<file path="src/afe_pkg.sv">
// What this block does
// - One low ready pulse per finished conversion
// - Ready idles driven high or released
// - Pulse width half sample period, rate-spaced
// - Ready free-running, independent of serial port
// - Master clock from oscillator or input pin
// - Host keeps prescaled analog clock in range
// - Transaction framed by chip select edges
// - Serial traffic ignored during master reset
// - Sample input rising, update output falling
// - Modes 0,0 and 1,1; switch while deselected
// - Serial clock asynchronous, 20 MHz maximum
// - Output released except during read data
// - Half-duplex: never receive and send together
// - Every transaction opens with 8-bit command
// - Input ignored after read command
// - Master reset restores defaults, stops clocks
// - Converters run straight after reset release
// - Analog clock is master clock over 1/2/4/8
// - Sample clock is analog clock over four
// - Ready rate is sample clock over ratio
package afe_pkg;

  // ----------------------------------------
  // Timing
  // ----------------------------------------
  localparam int CLK_PERIOD_NS     = 4;
  localparam int SCK_MIN_PERIOD_NS = 50;
  localparam int SCK_HALF_CYC      = (SCK_MIN_PERIOD_NS / 2 + CLK_PERIOD_NS - 1) / CLK_PERIOD_NS;
  localparam int SCK_CNT_W         = 4;

  // ----------------------------------------
  // Serial framing
  // ----------------------------------------
  localparam logic [2:0] LAST_BIT     = 3'h7;
  localparam logic [3:0] HOST_LAST    = 4'hf;
  localparam logic [6:0] ADDR_CFG     = 7'h00;
  localparam logic [6:0] ADDR_STAT    = 7'h01;

  // ----------------------------------------
  // Device configuration byte
  // ----------------------------------------
  localparam int         CFG_PRE_LSB  = 0;
  localparam int         CFG_RATE_LSB = 2;
  localparam int         CFG_IDLE_BIT = 5;
  localparam int         CFG_EXT_BIT  = 6;
  localparam logic [7:0] CFG_RESET    = 8'h0c;
  localparam int         RATE_BASE_SH = 5;
  localparam int         SAMP_DIV_SH  = 2;
  localparam int         RDY_CNT_W    = 18;

  // ----------------------------------------
  // Host Avalon registers
  // ----------------------------------------
  localparam logic [3:0]  HOST_CTRL_OFS = 4'h0;
  localparam logic [3:0]  HOST_STAT_OFS = 4'h4;
  localparam int          CTRL_GO_BIT   = 0;
  localparam int          CTRL_RSTN_BIT = 1;
  localparam int          CTRL_MODE_BIT = 2;
  localparam int          CTRL_EXT_BIT  = 3;
  localparam int          CTRL_CMD_LSB  = 8;
  localparam int          CTRL_WD_LSB   = 16;
  localparam logic [31:0] CTRL_RESET    = 32'h0000_0002;

  typedef enum logic [1:0] {
    AFE_PH_CMD = 2'b00,
    AFE_PH_WR  = 2'b01,
    AFE_PH_RD  = 2'b11
  } afe_phase_t;

  typedef enum logic [1:0] {
    AFE_H_IDLE = 2'b00,
    AFE_H_LO   = 2'b01,
    AFE_H_HI   = 2'b11,
    AFE_H_TAIL = 2'b10
  } afe_hstate_t;

endpackage

</file>
<file path="src/afe_link_if.sv">
`timescale 1ns/1ns
interface afe_link_if;
  logic cs_n;
  logic sck;
  logic sdi;
  logic sdo;
  logic sdo_oe;
  logic conversion_ready_n;
  logic conversion_ready_oe;
  logic mreset_n;
  logic clock_input_pin;
  logic sdo_line;
  logic ready_line;

  // ----------------------------------------
  // Released lines read as pulled high
  // ----------------------------------------
  assign sdo_line   = sdo_oe ? sdo : 1'b1;
  assign ready_line = conversion_ready_oe ? conversion_ready_n : 1'b1;

  modport dev (
    input  cs_n, sck, sdi, mreset_n, clock_input_pin,
    output sdo, sdo_oe, conversion_ready_n, conversion_ready_oe
  );

  modport host (
    output cs_n, sck, sdi, mreset_n, clock_input_pin,
    input  sdo_line, ready_line
  );
endinterface

</file>
<file path="src/afe_ready_gen.sv">
`timescale 1ns/1ns
module afe_ready_gen (
  input  wire logic       sys_clk_i,
  input  wire logic       rst_i,
  input  wire logic       mclk_tick_i,
  input  wire logic [1:0] prescale_i,
  input  wire logic [2:0] oversampling_ratio_i,
  output logic            ready_low_o
);
  localparam int W = afe_pkg::RDY_CNT_W;

  logic [W-1:0] cnt_q;
  logic [W-1:0] cnt_d;
  logic [W-1:0] period;
  logic [W-1:0] width;
  logic         low_q;
  logic         low_d;

  // ----------------------------------------
  // Period and width in master clock ticks
  // ----------------------------------------
  always_comb begin
    period = W'(1) << (afe_pkg::SAMP_DIV_SH + afe_pkg::RATE_BASE_SH + 32'(prescale_i)
             + 32'(oversampling_ratio_i));
    width  = W'(2) << prescale_i;
    cnt_d  = cnt_q;
    low_d  = low_q;
    if (mclk_tick_i) begin
      // Wrap also when a shorter period was just selected
      cnt_d = (cnt_q >= period - W'(1)) ? '0 : cnt_q + W'(1);
      low_d = (cnt_d >= period - width);
    end
  end

  always_ff @(posedge sys_clk_i) begin
    if (rst_i) begin
      cnt_q <= '0;
      low_q <= 1'b0;
    end else begin
      cnt_q <= cnt_d;
      low_q <= low_d;
    end
  end

  assign ready_low_o = low_q;
endmodule

</file>
<file path="src/afe_dev_end.sv">
`timescale 1ns/1ns
module afe_dev_end #(
  parameter int OSC_DIV = 16
) (
  input  wire logic  sys_clk_i,
  input  wire logic  sys_rst_i,
  afe_link_if.dev    link,
  output logic [7:0] config_o,
  output logic [7:0] sample_count_o,
  output logic       ready_low_o
);
  // ----------------------------------------
  // Pin synchronisers
  // ----------------------------------------
  logic cs_s1_q, cs_s2_q, cs_s3_q;
  logic sck_s1_q, sck_s2_q, sck_s3_q;
  logic sdi_s1_q, sdi_s2_q;
  logic rstn_s1_q, rstn_s2_q;
  logic ck_s1_q, ck_s2_q, ck_s3_q;

  always_ff @(posedge sys_clk_i) begin
    if (sys_rst_i) begin
      cs_s1_q   <= 1'b1;
      cs_s2_q   <= 1'b1;
      cs_s3_q   <= 1'b1;
      sck_s1_q  <= 1'b0;
      sck_s2_q  <= 1'b0;
      sck_s3_q  <= 1'b0;
      sdi_s1_q  <= 1'b0;
      sdi_s2_q  <= 1'b0;
      rstn_s1_q <= 1'b0;
      rstn_s2_q <= 1'b0;
      ck_s1_q   <= 1'b0;
      ck_s2_q   <= 1'b0;
      ck_s3_q   <= 1'b0;
    end else begin
      cs_s1_q   <= link.cs_n;
      cs_s2_q   <= cs_s1_q;
      cs_s3_q   <= cs_s2_q;
      sck_s1_q  <= link.sck;
      sck_s2_q  <= sck_s1_q;
      sck_s3_q  <= sck_s2_q;
      sdi_s1_q  <= link.sdi;
      sdi_s2_q  <= sdi_s1_q;
      rstn_s1_q <= link.mreset_n;
      rstn_s2_q <= rstn_s1_q;
      ck_s1_q   <= link.clock_input_pin;
      ck_s2_q   <= ck_s1_q;
      ck_s3_q   <= ck_s2_q;
    end
  end

  logic dev_rst;
  logic sck_rise;
  logic sck_fall;
  logic cs_fall;

  assign dev_rst  = sys_rst_i | ~rstn_s2_q;
  assign sck_rise = sck_s2_q & ~sck_s3_q;
  assign sck_fall = ~sck_s2_q & sck_s3_q;
  assign cs_fall  = ~cs_s2_q & cs_s3_q;

  // ----------------------------------------
  // Master clock source
  // ----------------------------------------
  localparam int OW = $clog2(OSC_DIV + 1);

  logic [7:0]    cfg_q;
  logic [OW-1:0] osc_q;
  logic [OW-1:0] osc_d;
  logic          mclk_tick;
  logic          ext_sel;

  assign ext_sel = cfg_q[afe_pkg::CFG_EXT_BIT];

  always_comb begin
    osc_d = '0;
    if (!ext_sel) begin
      osc_d = (osc_q == OW'(OSC_DIV - 1)) ? '0 : osc_q + OW'(1);
    end
  end

  always_ff @(posedge sys_clk_i) begin
    if (dev_rst) begin
      osc_q <= '0;
    end else begin
      osc_q <= osc_d;
    end
  end

  assign mclk_tick = ext_sel ? (ck_s2_q & ~ck_s3_q) : (osc_q == OW'(OSC_DIV - 1));

  // ----------------------------------------
  // Ready pulse
  // ----------------------------------------
  logic ready_low;

  afe_ready_gen u_ready (
    .sys_clk_i            (sys_clk_i),
    .rst_i                (dev_rst),
    .mclk_tick_i          (mclk_tick),
    .prescale_i           (cfg_q[afe_pkg::CFG_PRE_LSB +: 2]),
    .oversampling_ratio_i (cfg_q[afe_pkg::CFG_RATE_LSB +: 3]),
    .ready_low_o          (ready_low)
  );

  // ----------------------------------------
  // Serial port
  // ----------------------------------------
  afe_pkg::afe_phase_t phase_q, phase_d;
  logic [2:0]          bit_q, bit_d;
  logic [7:0]          shin_q, shin_d;
  logic [6:0]          addr_q, addr_d;
  logic [7:0]          shout_q, shout_d;
  logic                sdo_q, sdo_d;
  logic                oe_q, oe_d;
  logic [7:0]          cfg_d;
  logic [7:0]          nsamp_q, nsamp_d;
  logic                low_prev_q;
  logic [7:0]          rd_val;

  always_comb begin
    case (addr_q)
      afe_pkg::ADDR_CFG:  rd_val = cfg_q;
      afe_pkg::ADDR_STAT: rd_val = nsamp_q;
      default:            rd_val = 8'h00;
    endcase
  end

  always_comb begin
    phase_d = phase_q;
    bit_d   = bit_q;
    shin_d  = shin_q;
    addr_d  = addr_q;
    shout_d = shout_q;
    sdo_d   = sdo_q;
    oe_d    = oe_q;
    cfg_d   = cfg_q;
    nsamp_d = nsamp_q;
    if (ready_low && !low_prev_q) begin
      nsamp_d = nsamp_q + 8'h01;
    end
    if (cs_s2_q || cs_fall) begin
      phase_d = afe_pkg::AFE_PH_CMD;
      bit_d   = 3'h0;
      oe_d    = 1'b0;
    end else begin
      if (sck_rise && phase_q != afe_pkg::AFE_PH_RD) begin
        shin_d = {shin_q[6:0], sdi_s2_q};
        bit_d  = bit_q + 3'h1;
        if (bit_q == afe_pkg::LAST_BIT) begin
          if (phase_q == afe_pkg::AFE_PH_CMD) begin
            addr_d  = shin_d[7:1];
            phase_d = shin_d[0] ? afe_pkg::AFE_PH_RD : afe_pkg::AFE_PH_WR;
          end else if (addr_q == afe_pkg::ADDR_CFG) begin
            cfg_d = shin_d;
          end
        end
      end
      if (sck_fall && phase_q == afe_pkg::AFE_PH_RD) begin
        bit_d = bit_q + 3'h1;
        oe_d  = 1'b1;
        if (bit_q == 3'h0) begin
          sdo_d   = rd_val[7];
          shout_d = {rd_val[6:0], 1'b0};
        end else begin
          sdo_d   = shout_q[7];
          shout_d = {shout_q[6:0], 1'b0};
        end
      end
    end
  end

  always_ff @(posedge sys_clk_i) begin
    if (dev_rst) begin
      phase_q    <= afe_pkg::AFE_PH_CMD;
      bit_q      <= 3'h0;
      shin_q     <= 8'h00;
      addr_q     <= 7'h00;
      shout_q    <= 8'h00;
      sdo_q      <= 1'b0;
      oe_q       <= 1'b0;
      cfg_q      <= afe_pkg::CFG_RESET;
      nsamp_q    <= 8'h00;
      low_prev_q <= 1'b0;
    end else begin
      phase_q    <= phase_d;
      bit_q      <= bit_d;
      shin_q     <= shin_d;
      addr_q     <= addr_d;
      shout_q    <= shout_d;
      sdo_q      <= sdo_d;
      oe_q       <= oe_d;
      cfg_q      <= cfg_d;
      nsamp_q    <= nsamp_d;
      low_prev_q <= ready_low;
    end
  end

  // ----------------------------------------
  // Pin drive
  // ----------------------------------------
  assign link.sdo                 = sdo_q;
  assign link.sdo_oe              = oe_q & ~cs_s2_q;
  assign link.conversion_ready_n  = ~ready_low;
  assign link.conversion_ready_oe = ready_low | cfg_q[afe_pkg::CFG_IDLE_BIT];
  assign config_o                 = cfg_q;
  assign sample_count_o           = nsamp_q;
  assign ready_low_o              = ready_low;
endmodule

</file>
<file path="src/flat_wrapper.sv">
// flat-port wrapper written by rule: the top's interface ports become plain ports
module afe_dev_end_flat 
#(
  parameter int OSC_DIV = 16
)
  (sys_clk_i, sys_rst_i, config_o, sample_count_o, ready_low_o, link_cs_n, link_sck, link_sdi, link_mreset_n, link_clock_input_pin, link_sdo, link_sdo_oe, link_conversion_ready_n, link_conversion_ready_oe);
  afe_link_if link_i ();
  input  wire logic sys_clk_i;
  input  wire logic sys_rst_i;
  output logic [7:0] config_o;
  output logic [7:0] sample_count_o;
  output logic ready_low_o;
  input wire logic [$bits(link_i.cs_n)-1:0] link_cs_n;
  input wire logic [$bits(link_i.sck)-1:0] link_sck;
  input wire logic [$bits(link_i.sdi)-1:0] link_sdi;
  input wire logic [$bits(link_i.mreset_n)-1:0] link_mreset_n;
  input wire logic [$bits(link_i.clock_input_pin)-1:0] link_clock_input_pin;
  output wire logic [$bits(link_i.sdo)-1:0] link_sdo;
  output wire logic [$bits(link_i.sdo_oe)-1:0] link_sdo_oe;
  output wire logic [$bits(link_i.conversion_ready_n)-1:0] link_conversion_ready_n;
  output wire logic [$bits(link_i.conversion_ready_oe)-1:0] link_conversion_ready_oe;
  assign link_i.cs_n = link_cs_n;
  assign link_i.sck = link_sck;
  assign link_i.sdi = link_sdi;
  assign link_i.mreset_n = link_mreset_n;
  assign link_i.clock_input_pin = link_clock_input_pin;
  assign link_sdo = link_i.sdo;
  assign link_sdo_oe = link_i.sdo_oe;
  assign link_conversion_ready_n = link_i.conversion_ready_n;
  assign link_conversion_ready_oe = link_i.conversion_ready_oe;
  afe_dev_end #(.OSC_DIV(OSC_DIV)) u_core (.sys_clk_i(sys_clk_i), .sys_rst_i(sys_rst_i), .link(link_i), .config_o(config_o), .sample_count_o(sample_count_o), .ready_low_o(ready_low_o));
endmodule
</file>
<file path="config.mk">
export PLATFORM = sky130hd
export DESIGN_NAME = afe_dev_end_flat
export DESIGN_NICKNAME = d
export VERILOG_FILES = /design/src/afe_pkg.sv /design/src/afe_link_if.sv /design/src/afe_ready_gen.sv /design/src/afe_dev_end.sv /design/src/flat_wrapper.sv
export SDC_FILE = /design/constraint.sdc
export NUM_CORES = 1
export LEC_CHECK = 0
export ABC_AREA = 1
export BUFFER_PORTS_ARGS = -buffer_cell sky130_fd_sc_hd__buf_2
export CAP_MARGIN = 5
export CORE_ASPECT_RATIO = 1.75
export CORE_MARGIN = 8
export CORE_UTILIZATION = 30
export DETAILED_ROUTE_END_ITERATION = 8
export SYNTH_ARGS = -nofsm -noshare
export SYNTH_HDL_FRONTEND = slang
export SYNTH_SLANG_ARGS = --single-unit
</file>
<file path="constraint.sdc">
create_clock -name sys_clk_i -period 6.8 [get_ports sys_clk_i]
set_input_delay 1.02 -clock sys_clk_i [delete_from_list [all_inputs] [get_ports sys_clk_i]]
set_output_delay 1.02 -clock sys_clk_i [all_outputs]
set_load 0.01 [all_outputs]
</file>
Word level (Yosys, flattened, before mapping)
Cells that the tools add are included.
Storage, ports and cells
  input port bits: 7
  register bits after elaboration: 83
Cells by class
  reductions and logical operators: 16
  add/subtract/negate cells: 8
  bitwise logic cells: 15
  shifts and indexed selects: 2
  mux-type cells: 8
  $lt $le $gt $ge: 2
  eq/ne operators: 5
Operator list (count)
  $ge 18x18->1: 2
  $add 32x3->32: 1
  $shl 1x32->18 const A: 1
  $add 18x1->18 const B: 1
  $mux 18: 1
  $shl 2x2->18 const A: 1
  $sub 18x1->18 const B: 1
  $sub 18x18->18: 1
  $pmux 8 s2: 1
  $add 8x1->8 const B: 1
  $mux 8: 1
  $not 1->1: 8
  $eq 7x1->1 const B: 1
  $logic_not 7->1: 1
  $mux 3: 2
  $add 5x1->5 const B: 1
  $and 1x1->1: 5
  $eq 5x4->1 const B: 1
  $reduce_and 5->1: 1
  $add 3x2->4 const A: 1
  $reduce_and 2->1: 2
  $reduce_and 4->1: 1
  $add 3x1->3 const B: 1
  $eq 3x3->1 const B: 1
  other kinds (14): 18

Logic depth before layout (Yosys ltp)
Gate-level depths: netlist of run 1.
  depth after elaboration: 7
  gate-level depth with buffers: 38
  depth with buffers taken out: 36

Cells and area by module
A second synthesis of run 1 with hierarchy kept.
Unflattened totals
  cells, all modules: 896
  area total of the unflattened synthesis: 6055.8 um2
By module, submodules not included
  afe_ready_gen: sequential area each 380.4 um2, times used 1, area an instance 3475.8 um2, cells each 560
  afe_dev_end: sequential area each 1261.2 um2, times used 1, area an instance 2580.0 um2, cells each 336

Worst setup path before layout of run 1
Ideal clock, no wire load.
  path type: register to register
  from: reg u_core.cfg_q[0], in the netlist u_core.config_o[0]
  to: reg u_core.u_ready.low_q, in the netlist u_core.u_ready.ready_low_o
  arrival: 4.529 ns
  stages on the path, launching flop included: 37
  buffers on the path: 2
  setup slack: 2.163 ns
  cell sequence: dfxtp_1 -> inv_1 -> ha_1 -> inv_2 -> ha_1 -> inv_2 -> nand3_2 -> nand3_1 -> nand2_4 -> buf_6 -> nand3_1 -> nor2_1 -> inv_1 -> ha_1 -> nand3_2 -> nor2_8 -> nand2_1 -> nand2_1 -> nand2_1 -> ha_1 -> nand2_1 -> a21oi_1 -> nor3b_1 -> nand3_1 -> nor2_2 -> buf_4 -> nand2_1 -> inv_1 -> ha_1 -> a21oi_1 -> o21ai_0 -> nand2_1 -> nand4_1 -> nand2_1 -> nand3_1 -> nand2_1 -> inv_1
On the way
  longest elaborated chain between the ends: 7
RTL lines
  start: declaration: RTL line afe_dev_end.sv:68  | logic [7:0] cfg_q;
  start signal: assignment: RTL line afe_dev_end.sv:183  | cfg_q <= afe_pkg::CFG_RESET;
  start signal: assignment: RTL line afe_dev_end.sv:194  | cfg_q <= cfg_d;
  $add 3x2->4: RTL line afe_ready_gen.sv:23  | period = W'(1) << (afe_pkg::SAMP_DIV_SH + afe_pkg::RATE_BASE_SH + 32'(prescale_i)
  $add 32x3->32: RTL line afe_ready_gen.sv:24  | + 32'(oversampling_ratio_i));
  $shl 1x32->18: RTL line afe_ready_gen.sv:23
  $sub 18x1->18: RTL line afe_ready_gen.sv:30  | cnt_d = (cnt_q >= period - W'(1)) ? '0 : cnt_q + W'(1);
  $ge 18x18->1: RTL line afe_ready_gen.sv:30
  $mux 18: RTL line afe_ready_gen.sv:30
  $ge 18x18->1 *: RTL line afe_ready_gen.sv:31  | low_d = (cnt_d >= period - width);
  end signal: assignment: RTL line afe_ready_gen.sv:41  | low_q <= low_d;
  end: declaration: RTL line afe_ready_gen.sv:16  | logic low_q;
Mark *: on every way between the ends. The rest lies on a longest branch, timed or not.
A chain may end at the register's enable or synchronous reset.

Final worst setup path of run 1
Same ends and word-level chain as after synthesis.

==> out/summary.txt, run 1 <==
status: completed
clock share of power: 50.4%
Setup CP Type: reg -> reg
die height: 202 um
Post-synth EDFFs: 0
Compound-Gate Fraction of Synth Area: 15.5%
Synth Cell Area: 5930 um2
Synth Area in Simple Gates: 28.9%
Final Setup Violations: 0
met2 Use GR: 24.3%
Most Frequent Cell on Critical Path: inv_1
post-synthesis mux area share: 0%
Clk Latency, worst-skew pair: 0.35 ns
io pins: 28
first-pass GRT wire length: 24,800 um
Routed WL: 14,900 um
Final Hold Vio Count: 0
Setup crit start kind: flop
post-CTS setup buffer count: 0
Pleak: 3.33 nW
Tcrit/Tclk final: 78.8%
PostCTS Resize Cnt: 0
CTS hold repair buffers: 0
max_cap viols: 0
Worst-Margin Slew: 1.14 ns
Hold Crit Class: reg -> reg
main combinational cell family by area after synthesis: simple AND/OR/NAND/NOR gates
Setup TNS Final: 0 ns
Global Route met1 Usage: 12.2%
Place WS: 1.43 ns
initial antenna violation count: 0
combinational share of power: 1.2%
clock sink count: 82
syn_nets: 934
largest net degree at the start of global routing: 57
Cell Rows: 68
Max Clk Rate: 187 MHz
Top FF cell, synth: dfxtp_1
Tot GR Track Use: 12.5%
met3 GRT Util: 2.24%
# diodes: 0
CP Capture Type: flop
Initial Util: 30.3%
Routed Antenna Nets: 0
# DRC: 0
minimum clock period: 5.36 ns
final setup margin: 1.44 ns
crit path max-delay cell type: nor4_1
maximum VDD drop: 0.000109 V
vias after detailed routing: 5,302
P_int: 749 uW
RePlAce Congestion: 0.854
Core Footprint: 19,600 um2
Final Skew: 0.0134 ns
number of DRC markers in iteration 0: 191
P&R area growth vs syn: 11.4%
Ys Warns: 0
Die Wd: 122 um
Async SR Flop Fraction: 0%
die area: 24,700 um2
critical path's top delay family: simple AND/OR/NAND/NOR gates
flops & latches, synth: 82
Slew headroom: 23.8%
worst stage delay on the critical path: 0.37 ns
RSZ-0062 raised after global routing: false
drt wl/cell: 13.0 um
fin nets: 955
Final Max Tran Viols: 0
Synth Area in XOR/XNOR: 4.14%
Reg power frac: 48.4%
share of layout cells above drive strength 1: 11.9%
busiest grt layer: met2
total gr overflow: 0
Hold Slack: 0.403 ns
Critical Path RT: 7.10 ns
placed insts: 1,123
Finished Layout Cells: 1,139
CP arrival: 5.66 ns
Max clock buf depth: 2
Synth cell types: 43
Psw: 253 uW
Port-buffer cells: 27
total CTS buffers: 9
Initial DRT Pass Iterations: 4
Mean Syn Cell Area: 6.83 um2
Critical path buffers and inverters: 8
Clock Tree Root: clkbuf_16
Post-Synth Adder-Cell Area: 12.6%
Syn Inst Count: 868
H-tree depth: 3
Worst Path Max Fanout: 18
HPWL after DPL: 12,100 um
clock slew at reported path FFs: 0.07 ns
DR vias/cell: 4.65
number of global-route vias before repair: 5,235
sw frac: 25.2%
Power Density: 152 nW/um2
CTS tree: done
sequential share of the synthesized area: 27.7%
fill count: 2,183
synthesized netlist by cell type (2+ instances only):
cell type | n | area, um2
nand3b_1 | 3 | 22.5
nor2_8 | 3 | 60.1
a21oi_1 | 71 | 355
o22ai_1 | 3 | 18.8
o211ai_1 | 9 | 67.6
nand3_2 | 5 | 50.1
a21boi_0 | 2 | 15.0
a211oi_1 | 3 | 22.5
nand4_1 | 8 | 50.1
nor2_4 | 4 | 45.0
o21ai_1 | 5 | 25.0
xnor2_1 | 7 | 61.3
a31oi_1 | 2 | 12.5
nand2_4 | 7 | 78.8
inv_1 | 141 | 529
nor3_1 | 13 | 65.1
nor3b_1 | 4 | 30.0
nand2_1 | 174 | 653
nand3_1 | 29 | 145
ha_1 | 58 | 726
clkbuf_1 | 12 | 45.0
o21ai_2 | 5 | 43.8
nand2_2 | 13 | 81.3
inv_2 | 7 | 26.3
buf_4 | 3 | 22.5
dfxtp_1 | 82 | 1640
xor2_1 | 21 | 184
o21ai_0 | 64 | 320
or2_2 | 3 | 18.8
buf_2 | 3 | 15.0
nor2_1 | 83 | 312
nor2_2 | 9 | 56.3
o21bai_1 | 2 | 15.0
layer usage:
layer  vias to the layer above  routed length [um]  share of wire, %
li1                       2816                   -                 -
met1                      2382                5730                39
met2                        70                8190                55
met3                        34                 389               2.6
met4                         0                 543               3.7
met5                         -                   0                 0
power by group through the flow:
stage	registers, mW	clock network (mW)	logic (mW)
CTS	0.485	0.516	0.0121
global route	0.485	0.538	0.0136
floorplan	0.495	0	0.00811
global placement	0.496	0	0.0120
finish	0.485	0.505	0.0119
detailed placement	0.496	0	0.0121
final timing paths:
| kind | endpoint | startpoint | depth (start not counted) | slack [ns] |
|---|---|---|---|---|
| setup / recovery | u_core.u_ready.ready_low_o | u_core.config_o[0] | 33 | 1.44 |
| hold / removal | u_core.ck_s2_q | u_core.ck_s1_q | 2 | 0.40 |
| setup reg to reg | u_core.u_ready.ready_low_o | u_core.config_o[0] | 33 | 1.44 |
| hold reg to reg | u_core.ck_s2_q | u_core.ck_s1_q | 2 | 0.40 |
final cells by class:
| cell class | instances | area (um2) | area share [%] |
|---|---|---|---|
| clock buffers | 9 | 225 | 3.41 |
| flip-flops and latches | 82 | 1640 | 24.9 |
| multi-input cells | 617 | 3620 | 54.9 |
| clock inverters | 7 | 86.3 | 1.31 |
| inverters | 150 | 569 | 8.62 |
| repair buffers | 29 | 150 | 2.27 |
| well taps | 245 | 307 | 4.64 |
through the flow:
stage          total power, mW  utilization, %  instance area [um2]
6_report                  1.00            33.7                 6600
4_1_cts                   1.01            33.7                 6600
2_1_floorplan            0.503               -                 5930
3_3_place_gp             0.508            32.1                 6290
5_1_grt                   1.04            33.7                 6600
3_5_place_dp             0.508            32.1                 6290
cells in the final DEF, fill, tap and decap left out, types with 5 or more instances in the layout:
master	n
nor3_1	13
a21oi_1	71
nand3_1	29
clkbuf_16	9
nand2_2	13
nor2_1	83
nor2_2	9
nand2_1	174
o211ai_1	9
ha_1	58
inv_1	141
o21ai_1	5
o21ai_2	5
nand4_1	8
o21ai_0	64
xor2_1	21
dfxtp_1	82
buf_2	27
inv_2	7
nand2_4	7
nand3_2	5
xnor2_1	7
sequential cells by signal (all words and copies together) (netlist names), 2 cells and up:
signal,cells
u_core.bit_q,3
u_core.shin_q,7
u_core.shout_q,7
u_core.u_ready.cnt_q,18
u_core.config_o,8
u_core.sample_count_o,8
u_core.osc_q,5
u_core.addr_q,7
u_core.phase_q,2
worst register-to-register path: cells and delay by family, from the launching register on:
family          cells  cell delay [ns]
buf+inv             8             0.78
simple gates       17             2.22
compound gates      3             0.54
fa+ha+maj           5             1.42
flops               1             0.34
cell families after synthesis:
logic type / count (synthesis)
and+or+nand+nor: 362
AOI/OAI and AO/OA: 168
DFF: 82
buffers and inverters: 169
adders and majority gates: 59
xor gates and xnor gates: 28
(Power assumes the default switching activity.)
==> run 2, diff against run 1 <==
--- a/config.mk
+++ b/config.mk
@@ -5,7 +5,7 @@
 export SDC_FILE = /design/constraint.sdc
 export NUM_CORES = 1
 export LEC_CHECK = 0
-export ABC_AREA = 1
+export ABC_AREA = 0
 export BUFFER_PORTS_ARGS = -buffer_cell sky130_fd_sc_hd__buf_2
 export CAP_MARGIN = 5
 export CORE_ASPECT_RATIO = 1.75
==> constraint.sdc (replaced) <==
create_clock -name sys_clk_i -period 4.4 [get_ports sys_clk_i]
set_input_delay 0.66 -clock sys_clk_i [delete_from_list [all_inputs] [get_ports sys_clk_i]]
set_output_delay 0.66 -clock sys_clk_i [all_outputs]
set_load 0.01 [all_outputs]
==> run 2 against run 1 <==
The flow now finishes with violations (setup timing). Sequential share of layout area is 1.9 points lower. Sequential power increased by 54%. Clock-buffer cell count unchanged. Clock power increased by 41%. Cell count decreased by 9.4%. Combinational power grew 36%. Flip-flop and latch count is the same. Maximum frequency is 5.5% higher. Register-to-register slack lost 2.1 ns. Power grew 47%. Clock skew is 0.0041 ns lower. Critical path type unchanged.
==> out/summary.txt, run 2 <==
HPWL after DPL: 12,600 um
io pins: 28
die height: 198 um
syn_nets: 756
Final Skew: 0.00927 ns
maximum VDD drop: 0.000297 V
Die Wd: 120 um
P&R area growth vs syn: 26.5%
max_cap viols: 0
total CTS buffers: 9
multi-input logic area: 3980 um2
Tot GR Track Use: 13.8%
Hold Crit Class: reg -> reg
CP Capture Type: flop
Worst Path Max Fanout: 8
Final Max Tran Viols: 0
largest net degree at the start of global routing: 46
fill count: 1,892
clock sink count: 82
Tcrit/Tclk final: 115%
RSZ-0062 raised after global routing: true
worst stage delay on the critical path: 0.39 ns
Max clock buf depth: 2
share of layout cells above drive strength 1: 24.1%
Final Hold Vio Count: 0
# DRC: 0
status: complete, but fails checks
first-pass GRT wire length: 26,000 um
Place WS: -0.729 ns
vias after detailed routing: 5,334
most frequent cell after synthesis: nor2_1
Async SR Flop Fraction: 0%
Ys Warns: 0
largest register by flop count: u_core.u_ready.cnt_q
# diodes: 0
failing checks: setup timing
Mean Syn Cell Area: 8.22 um2
initial antenna violation count: 0
Synth Cell Area: 5670 um2
crit path max-delay cell type: or3_4
critical path's top delay family: compound AO/OA/AOI/OAI gates
CTS tree: done
number of global-route vias before repair: 5,274
Worst-Margin Slew: 1.01 ns
Initial DRT Pass Iterations: 4
CP arrival: 5.29 ns
Initial Util: 30.5%
final setup margin: -0.681 ns
Port-buffer cells: 27
minimum clock period: 5.08 ns
most frequent cells in the layout: buf_4, nor2_1, dfxtp_1
Max Clk Rate: 197 MHz
Setup CP Type: reg -> reg
placed insts: 1,010
Synth top area share: 28.9%
Core Footprint: 18,600 um2
Synth cell types: 67
total gr overflow: 0
most frequent cells after synthesis: nor2_1, dfxtp_1, nand2_1, ha_1, mux2i_1
Final Setup Violations: 14
number of DRC markers in iteration 0: 234
clock slew at reported path FFs: 0.07 ns
sequential share of the synthesized area: 28.9%
Design Area, Final: 7180 um2
die area: 23,700 um2
Post-synth EDFFs: 0
synth top area cells: dfxtp_1, ha_1, mux2i_1, nor2_1, nand2_1
area leader, netlist: dfxtp_1
Syn Inst Count: 690
Top FF cell, synth: dfxtp_1
RePlAce Congestion: 0.892
Finished Layout Cells: 1,032
Clk Latency, worst-skew pair: 0.35 ns
Clock Tree Root: clkbuf_16
area occupied by registers: 1650 um2
H-tree depth: 3
Critical Path RT: 4.61 ns
Placed Area: 6770 um2
flops & latches, synth: 82
Critical path buffers and inverters: 4
Routed Antenna Nets: 0
drt wl/cell: 15.4 um
Power Density: 206 nW/um2
number of flip-flops in the largest register: 18
Cell Rows: 66
most common cell after layout, fill and taps aside: buf_4
fin nets: 855
DR vias/cell: 5.17
Routed WL: 15,900 um
Slew headroom: 32.8%
Pleak: 2.90 nW
Setup crit start kind: flop
run 2: kinds of logic after synthesis:
logic type               Yosys count  synth area share, %
buffers and inverters             55                 3.88
flip-flops                        82                 28.9
XOR/XNOR                          30                 4.63
adder cells (fa/ha/maj)           59                 13.1
multiplexers                      38                 6.73
AND/OR/NAND/NOR                  300                 27.5
AO/OA/AOI/OAI                    126                 15.1
run 2: path summary, 6_finish.rpt:
kind	to	slack [ns]	cells past startpoint	startpoint
worst max-delay path	u_core.u_ready.ready_low_o	-0.68	26	u_core.config_o[0]
worst min-delay path	u_core.cs_s2_q	0.40	1	u_core.cs_s1_q
worst max register to register	u_core.u_ready.ready_low_o	-0.68	26	u_core.config_o[0]
worst min register to register	u_core.cs_s2_q	0.40	1	u_core.cs_s1_q
run 2: layout make-up:
cell class | instances | share of cell area (%)
Multi-Input combinational cell | 553 | 55.4
Sequential cell | 82 | 23.0
Timing Repair Buffer | 119 | 12.2
Tap cell | 238 | 4.15
Clock buffer | 9 | 3.14
Inverter | 24 | 1.39
Clock inverter | 7 | 0.715
run 2: what timing repair did:
item,CTS,global route
hold buffers,0,0
gates cloned,1,0
buffers inserted,4,1
endpoints found under the setup margin,19,19
gates resized for setup,11,6
hold endpoints to repair,0,0
pin swaps,16,3
run 2: where the power goes:
group / switching, mW / total [mW] / internal, mW / leakage [nW]
Sequential: 0.00241 / 0.748 / 0.746 / 0.664
Clock: 0.324 / 0.711 / 0.387 / 0.138
Combinational: 0.00944 / 0.0162 / 0.00678 / 2.10
Total: 0.336 / 1.48 / 1.14 / 2.90
run 2: routing by layer:
layer	up-vias	global-route usage (%)	share of wire (%)
met5	-	0	0
met4	0	10.8	5.9
met3	45	1.45	2.1
met2	84	26.0	55
met1	2532	13.4	37
li1	2673	-	-
run 2: stage by stage:
| step | TNS (ns) | hold slack (ns) | util, % | power, mW |
|---|---|---|---|---|
| 6_report | -4.02 | 0.404 | 38.6 | 1.48 |
| 3_3_place_gp | -1.17 | 0.393 | 36.4 | 0.782 |
| 4_1_cts | -4.06 | 0.408 | 38.5 | 1.50 |
| 3_5_place_dp | -2.50 | 0.399 | 36.4 | 0.782 |
| 2_1_floorplan | -1.94 | 0.389 | - | 0.775 |
| 5_1_grt | -7.30 | 0.432 | 38.6 | 1.52 |
